==> config.mk <==
export PLATFORM = sky130hd
export DESIGN_NAME = prsca_decoder
export DESIGN_NICKNAME = d
export VERILOG_FILES = /design/src/prsca_pkg.sv /design/src/prsca_decoder.sv
export SDC_FILE = /design/constraint.sdc
export NUM_CORES = 1
export LEC_CHECK = 0
export ABC_AREA = 1
export BUFFER_PORTS_ARGS = -buffer_cell sky130_fd_sc_hd__buf_4
export CAP_MARGIN = 15
export CORE_ASPECT_RATIO = 0.75
export CORE_MARGIN = 2
export CORE_UTILIZATION = 32
export CTS_CLUSTER_SIZE = 12
export DETAILED_ROUTE_END_ITERATION = 16
export HOLD_SLACK_MARGIN = 0.03
export PLACE_DENSITY = 0.65
export SYNTH_ARGS = -nofsm -noshare
export SYNTH_HDL_FRONTEND = slang
export SYNTH_SLANG_ARGS = --single-unit
==> constraint.sdc <==
create_clock -name mclk -period 1.47 [get_ports mclk]
set_input_delay 0.294 -clock mclk [delete_from_list [all_inputs] [get_ports mclk]]
set_output_delay 0.294 -clock mclk [all_outputs]
set_load 0.005 [all_outputs]
==> src/prsca_pkg.sv <==
// package for the peripheral register window decoder with set/clear/read aliases
// Overview of operation
// - three addresses reach one stored register
// - first alias sets, second clears, third reads
// - ones written set or clear bits
// - zeros written leave bits unchanged
// - 16 Kbyte windows in top 3 Mbyte
// - interrupt controller window is 4 Kbyte
// - base at window bottom, offsets count upward
// - little-endian byte lanes on multi-byte access
package prsca_pkg;

  // ==========================================================
  // address map
  localparam logic [31:0] PRSCA_REGION_BASE = 32'hFFD0_0000; // bottom of top 3 Mbyte
  localparam logic [31:0] PRSCA_INTC_BASE   = 32'hFFFF_F000; // top 4 Kbyte
  localparam int          PRSCA_WIN_BITS    = 14;            // 16 Kbyte peripheral window
  localparam int          PRSCA_INTC_BITS   = 12;            // 4 Kbyte controller window
  localparam int          PRSCA_SLOT_BITS   = 8;             // slots in 3 Mbyte region

  // ==========================================================
  // alias layout inside one register group
  localparam int          PRSCA_GROUP_BITS  = 4;             // 16 bytes per register group
  localparam logic [3:0]  PRSCA_OFS_SET     = 4'h0;
  localparam logic [3:0]  PRSCA_OFS_CLR     = 4'h4;
  localparam logic [3:0]  PRSCA_OFS_READ    = 4'h8;
  localparam logic [31:0] PRSCA_REG_RESET   = 32'h0000_0000;

  // ==========================================================
  // bus carriers
  typedef struct packed {
    logic        valid;
    logic        write;
    logic [31:0] addr;
    logic [31:0] wdata;
    logic [3:0]  strb;   // lane 0 is bits 7:0
  } prsca_req_t;

  typedef struct packed {
    logic        valid;
    logic        err;
    logic [31:0] rdata;
  } prsca_resp_t;

endpackage

==> src/prsca_decoder.sv <==
// peripheral window decoder and aliased set/clear/read register bank
`timescale 1ns/10ps
module prsca_decoder #(
  parameter int NUM_PERIPH = 16,
  parameter int LOCAL_IDX  = 0,
  parameter int NUM_REGS   = 4
) (
  input  wire logic                  mclk,
  input  wire logic                  rst_n,
  input  wire prsca_pkg::prsca_req_t req,
  output prsca_pkg::prsca_resp_t     resp,
  output logic [NUM_PERIPH-1:0]      periph_sel,
  output logic                       intc_sel,
  output logic [13:0]                win_offset,
  output logic [NUM_REGS*32-1:0]     reg_value
);
  import prsca_pkg::*;

  localparam int IDXW = (NUM_REGS > 1) ? $clog2(NUM_REGS) : 1;

  // ==========================================================
  // map notes
  // - region starts at the bottom of the top 3 Mbyte
  // - slot i is peripheral i, 16 Kbyte each, counting up
  // - slots at or above NUM_PERIPH are unmapped holes
  // - controller window is the last 4 Kbyte of the space
  // - controller window sits inside an unused high slot
  // - so it is tested first and wins over that slot
  // - below the region nothing is mapped at all
  //
  // register group notes
  // - group k starts at byte k*16 of the local window
  // - +0 sets bits, +4 clears bits, +8 reads the word
  // - +C and any group at or above NUM_REGS is ignored
  // - writing the read alias has no effect
  // - reading a set or clear alias returns zero
  //
  // response notes
  // - answered one cycle after the request is taken
  // - only the local window and holes are answered here
  // - other windows answer on their own from their select
  // - a hole answers with the error flag raised
  // - rdata is zero unless a read alias was hit
  //
  // limitations
  // - word access only; strobes mask whole byte lanes
  // - one bus means set and clear never meet in a cycle
  // - the clear-after-set order is kept anyway so that a
  //   second port added later stays deterministic
  // - selects are combinational and follow req directly;
  //   a glitchy req gives glitchy selects

  // ==========================================================
  // window decode
  logic [31:0]                diff;
  logic [PRSCA_SLOT_BITS-1:0] slot;
  logic                       intc_hit;
  logic                       periph_hit;
  logic                       local_hit;
  logic [IDXW-1:0]            reg_idx;
  logic                       reg_ok;
  logic [3:0]                 alias_ofs;
  logic [31:0]                lane_mask;

  // base is lowest address; offsets count upward from it
  always_comb begin
    diff       = req.addr - PRSCA_REGION_BASE;
    slot       = diff[PRSCA_WIN_BITS +: PRSCA_SLOT_BITS];
    win_offset = diff[PRSCA_WIN_BITS-1:0];
    reg_idx    = req.addr[PRSCA_GROUP_BITS +: IDXW];
    reg_ok     = (32'(req.addr[PRSCA_WIN_BITS-1:PRSCA_GROUP_BITS]) < NUM_REGS);
    alias_ofs  = req.addr[PRSCA_GROUP_BITS-1:0];
    intc_hit   = 1'b0;
    periph_hit = 1'b0;
    local_hit  = 1'b0;
    // below the region only the error path answers
    if (req.addr < PRSCA_REGION_BASE) begin
      intc_hit   = 1'b0;
    end else if (req.addr[31:PRSCA_INTC_BITS] == PRSCA_INTC_BASE[31:PRSCA_INTC_BITS]) begin
      // the controller window wins over the slot it sits in
      intc_hit   = 1'b1;
    end else if (32'(slot) < NUM_PERIPH) begin
      periph_hit = 1'b1;
      local_hit  = (32'(slot) == LOCAL_IDX);
    end else begin
      // unused slots above the last peripheral stay unmapped
      periph_hit = 1'b0;
    end
    intc_sel   = req.valid && intc_hit;
  end

  // little-endian lanes: strb[0] covers the least significant byte
  always_comb begin
    lane_mask = {{8{req.strb[3]}}, {8{req.strb[2]}}, {8{req.strb[1]}}, {8{req.strb[0]}}};
  end

  // one select per peripheral window; the local bank keeps its own
  genvar g;
  generate
    for (g = 0; g < NUM_PERIPH; g++) begin : g_sel
      assign periph_sel[g] = req.valid && periph_hit && (32'(slot) == g) && (g != LOCAL_IDX);
    end
  endgenerate

  // ==========================================================
  // aliased register bank
  logic        wr_set;
  logic        wr_clr;
  logic        rd_val;
  logic [31:0] regs_reg  [NUM_REGS];
  logic [31:0] regs_next [NUM_REGS];

  // alias decode; wrong direction on an alias is ignored
  always_comb begin
    wr_set = 1'b0;
    wr_clr = 1'b0;
    rd_val = 1'b0;
    if (!(req.valid && local_hit && reg_ok)) begin
      wr_set = 1'b0;
    end else if (req.write && (alias_ofs == PRSCA_OFS_SET)) begin
      wr_set = 1'b1;
    end else if (req.write && (alias_ofs == PRSCA_OFS_CLR)) begin
      wr_clr = 1'b1;
    end else if (!req.write && (alias_ofs == PRSCA_OFS_READ)) begin
      rd_val = 1'b1;
    end else begin
      // spare offset or refused direction: no effect
      rd_val = 1'b0;
    end
  end

  generate
    for (g = 0; g < NUM_REGS; g++) begin : g_reg
      logic [31:0] set_m;
      logic [31:0] clr_m;
      // all three aliases land on this one stored word
      always_comb begin
        set_m = (wr_set && (32'(reg_idx) == g)) ? (req.wdata & lane_mask) : 32'h0000_0000;
        clr_m = (wr_clr && (32'(reg_idx) == g)) ? (req.wdata & lane_mask) : 32'h0000_0000;
        // zero bits leave state alone; clear ordered after set
        regs_next[g] = (regs_reg[g] | set_m) & ~clr_m;
      end
      always_ff @(posedge mclk or negedge rst_n) begin
        if (!rst_n) begin
          regs_reg[g] <= PRSCA_REG_RESET;
        end else begin
          regs_reg[g] <= regs_next[g];
        end
      end
      assign reg_value[g*32 +: 32] = regs_reg[g];
    end
  endgenerate

  // ==========================================================
  // response: local window and unmapped space only; other
  // peripherals answer on their own after seeing their select
  prsca_resp_t resp_reg;
  prsca_resp_t resp_next;

  always_comb begin
    resp_next.valid = req.valid && (local_hit || !(periph_hit || intc_hit));
    resp_next.err   = req.valid && !(periph_hit || intc_hit);
    resp_next.rdata = rd_val ? regs_reg[reg_idx] : 32'h0000_0000;
  end

  always_ff @(posedge mclk or negedge rst_n) begin
    if (!rst_n) begin
      resp_reg <= '0;
    end else begin
      resp_reg <= resp_next;
    end
  end

  assign resp = resp_reg;

endmodule // prsca_decoder

==> results.md <==
Synth:
- The unique cell type count in the Yosys netlist is 22.
- Summing every instance area after synthesis gives between 8000 and 9000 um^2.
- A synthesized cell averages approximately 8 um^2.
- The total number of yosys warnings is 0.
- The sequential share of the synthesized area is 49.4%.
- The count of mapped cells out of synthesis is approximately 1000.
- After synthesis the netlist holds a flip-flop and latch count of approximately 160.
- When the netlist entered floorplanning its net count stood at 1102.

Global routing:
- The initial antenna violation count is 0.
- The first-pass GRT wire length is around 44000 um.
- Global routing used a little over a fifth of the available tracks across all layers.
- The number of global-route vias before repair was around 8000.
- For this run the aggregate overflow at the end of global routing stands at 0.
- The pin count of the biggest net entering global routing is about 130.

Run status:
- The run finished, with violations left.
- The final reports fail on negative setup slack.

Run:
- The number of maximum-capacitance constraint violations is 0.

Floorplanning:
- The initial utilization of the core area, before any placement, comes to 32.7%.
- The vertical extent of the die is around 140 um.
- The die covers 27000 um^2.
- The number of rows created at floorplan is 50.
- In this run the standard cell core region covers approximately 25000 um^2.
- The die is approximately 190 um wide.
- The count of pins on the block boundary is approximately 270.

Critical path:
- The slowest stage of the critical path belongs to the cell sky130_fd_sc_hd__nor2_2.
- The largest delay contributor family on the critical path is simple AND/OR/NAND/NOR gates.
- The signal on the critical path passes through buf_4, nand2_2, inv_1, nand4_1, nor2_2, buf_4, nand4_1, nor2_1, buf_4.
- The endpoint required time on the critical path is approximately 1.2 ns.
- The cell occurring most often along the worst timing path is sky130_fd_sc_hd__buf_4.
- STA classifies the critical path startpoint as an input pin.
- The critical path class is input pin to primary output.
- STA classifies the critical path endpoint as a primary output.
- Along the worst path, the maximum fanout reaches 4.
- For this run, the slowest stage of the critical path takes approximately 0.21 ns.
- The critical path data arrival time is approximately 1.5 ns.
- The buffer and inverter count on the worst path is 4.
- In this run the register-to-register setup slack is 0.33 ns.

Clock network:
- After clock tree synthesis, the clock-pin slew on the worst setup and hold paths is around 0.070 ns.
- The buffer levels on the longest clock path is 2.
- The number of CTS-inserted buffers is 17.
- The clock tree root driver cell is sky130_fd_sc_hd__clkbuf_16.
- The tree built by TritonCTS fans out to roughly 160 sinks.
- The clock tree from TritonCTS is done.
- The clock latency on the worst-skew pair is between 0.4 and 0.5 ns.
- The H-tree was split into 4 levels.

Cells and area:
- The top cell types in the final layout, fill and taps aside, are sky130_fd_sc_hd__buf_4 (313), sky130_fd_sc_hd__inv_1 (174), sky130_fd_sc_hd__dfrtp_1 (162), sky130_fd_sc_hd__nand3_1 (130), sky130_fd_sc_hd__nor3_1 (116).
- The layout has 2389 filler cells.
- In the final design database the tool counted about 1400 nets.
- The layout-stage area growth over the synthesis result is 48.9%.
- The commonest non-fill, non-tap cell in the layout is sky130_fd_sc_hd__buf_4.
- The count of cells in the finished layout, fillers not included, comes to ~1700.
- The antenna diode instance count is 0.
- The post-route netlist has between 30 and 40% of its cells at a drive strength greater than 1.
- The register with the most flip-flops in the layout has 128 of them.

Timing:
- The worst path in the final design needs a cycle of roughly 1.7 ns, including I/O delays and setup.
- The final critical path takes up 119% of the cycle.
- Timing would allow up to around 570 MHz.
- Setup repair after global routing could not meet its margin everywhere.
- The number of pins exceeding their max-slew limit in the final report was 0.
- The worst setup slack after layout is -0.272 ns.
- Setup violations remaining at the end of the flow were counted as 136.
- The final number of hold-violating endpoints is 0.
- Across the routed clock network, the largest skew measured is around 0.012 ns.

Routing:
- In the final routed layout, each cell accounts on average for 19.5 um.
- The post-detailed-route via-to-cell ratio is ~5.3.
- For this block, the initial DRC count from the detailed router was a little under 900.
- The final wirelength is between 30000 and 40000 um.
- The number of iterations in the first detailed-routing pass is 5.
- The post-detailed-route DRC marker count is 0.
- The total vias in the final route is ~8800.
- The post-detailed-route count of antenna-violating nets is 0.

Pwr:
- IR analysis of the VDD net gives a maximum drop of 0.761 mV.
- The areal power density over the cells is 819 nW/um^2.
- Summed over all cells, the static leakage comes to a little under 0.006 uW.

Placement:
- In this run the tool buffered the top-level ports with approximately 260 buffer cells.
- The final weighted congestion in routability-driven placement is about 0.84.
- The placed instance count is 1609.
- The detailed-placement wirelength estimate is just under 20000 um.
- OpenSTA, run right after detailed placement, puts the worst setup slack at -0.343 ns.

Min path:
- The path class of the tightest hold or removal check is input pin to asynchronous set/reset pin.
==> routing by layer <==
metal	vias up	global-route usage, %	wire length, um	part of all wire [%]
met4	0	5.55	367	1.1
met1	4244	29.3	14600	45
met5	-	0	0	0
li1	4028	-	-	-
met3	27	5.95	3080	9.5
met2	483	32.1	14500	45
==> through the flow <==
stage | TNS (ns) | cell area [um^2] | hold WS (ns) | total power (uW) | util [%]
2_1_floorplan | 0 | 8210 | -0.00159 | 4960 | -
3_3_place_gp | -44.14 | 10900 | 0.169 | 5560 | 43.5
3_5_place_dp | -46.48 | 10900 | 0.169 | 5570 | 43.5
4_1_cts | -2.32 | 11600 | 0.266 | 10100 | 46.4
5_1_grt | -24.06 | 12200 | 0.281 | 10400 | 48.7
6_report | -10.82 | 12200 | 0.282 | 10000 | 48.7
==> area by class of cell <==
type                    instances  area (um^2)  area share, %
clock buffers                  18          439           3.59
multi-input cells             598         3290           26.9
flip-flops and latches        162         4050           33.2
inverters                     179          677           5.54
clock inverters                14          141           1.16
well taps                     338          423           3.46
repair buffers                360         3200           26.2
==> cell families after synthesis <==
| family | after synthesis | share of synthesized area (%) |
|---|---|---|
| AOI/OAI and AO/OA | 193 | 13.7 |
| other | 1 | 0.0457 |
| DFF | 162 | 49.4 |
| buffers and inverters | 270 | 13.9 |
| and+or+nand+nor | 404 | 22.9 |
==> synthesized netlist by cell type <==
library cell	count	area share, %
sky130_fd_sc_hd__o21ai_0	1	0.061
sky130_fd_sc_hd__buf_4	26	2.4
sky130_fd_sc_hd__nor2_1	69	3.2
sky130_fd_sc_hd__nor4_1	2	0.15
sky130_fd_sc_hd__nor2_2	1	0.076
sky130_fd_sc_hd__nand4_1	7	0.53
sky130_fd_sc_hd__nand2_1	58	2.7
sky130_fd_sc_hd__clkbuf_1	44	2.0
sky130_fd_sc_hd__a21oi_1	128	7.8
sky130_fd_sc_hd__nor3_1	132	8.0
sky130_fd_sc_hd__nand3b_1	1	0.091
sky130_fd_sc_hd__buf_6	3	0.41
sky130_fd_sc_hd__inv_1	179	8.2
sky130_fd_sc_hd__nand3_1	132	8.0
sky130_fd_sc_hd__or2_1	1	0.076
sky130_fd_sc_hd__a221oi_1	32	3.4
sky130_fd_sc_hd__buf_2	8	0.49
sky130_fd_sc_hd__buf_1	10	0.46
sky130_fd_sc_hd__or2_2	1	0.076
sky130_fd_sc_hd__o22ai_1	32	2.4
sky130_fd_sc_hd__dfrtp_1	162	49
sky130_fd_sc_hd__conb_1	1	0.046
==> power breakdown <==
group	switching (uW)	total [uW]	internal, uW
Combinational	645	1070	420
Sequential	0.721	4460	4460
Clock	2060	4490	2430
==> repair_timing <==
| item | 4_1_cts | 5_1_grt |
|---|---|---|
| pin swaps | 7 | 10 |
| hold endpoints to repair | 61 | 0 |
| gates resized for setup | 23 | 72 |
| cloned | 0 | 13 |
| setup buffers | 6 | 10 |
| hold buffers | 1 | 0 |
| endpoints found under the setup margin | 16 | 152 |
==> worst paths after layout <==
kind | from | endpoint | cells past startpoint
worst max-delay path | req[61] | periph_sel[1] | 9
worst min-delay path | rst_n | reg_value[39] | 2
worst max register to register | reg_value[61] | resp[29] | 4
worst min register to register | reg_value[12] | reg_value[12] | 2
max in group asynchronous | rst_n | reg_value[26] | 3
min in group mclk | req[23] | reg_value[115] | 4
Power figures use the tool's default switching activity.
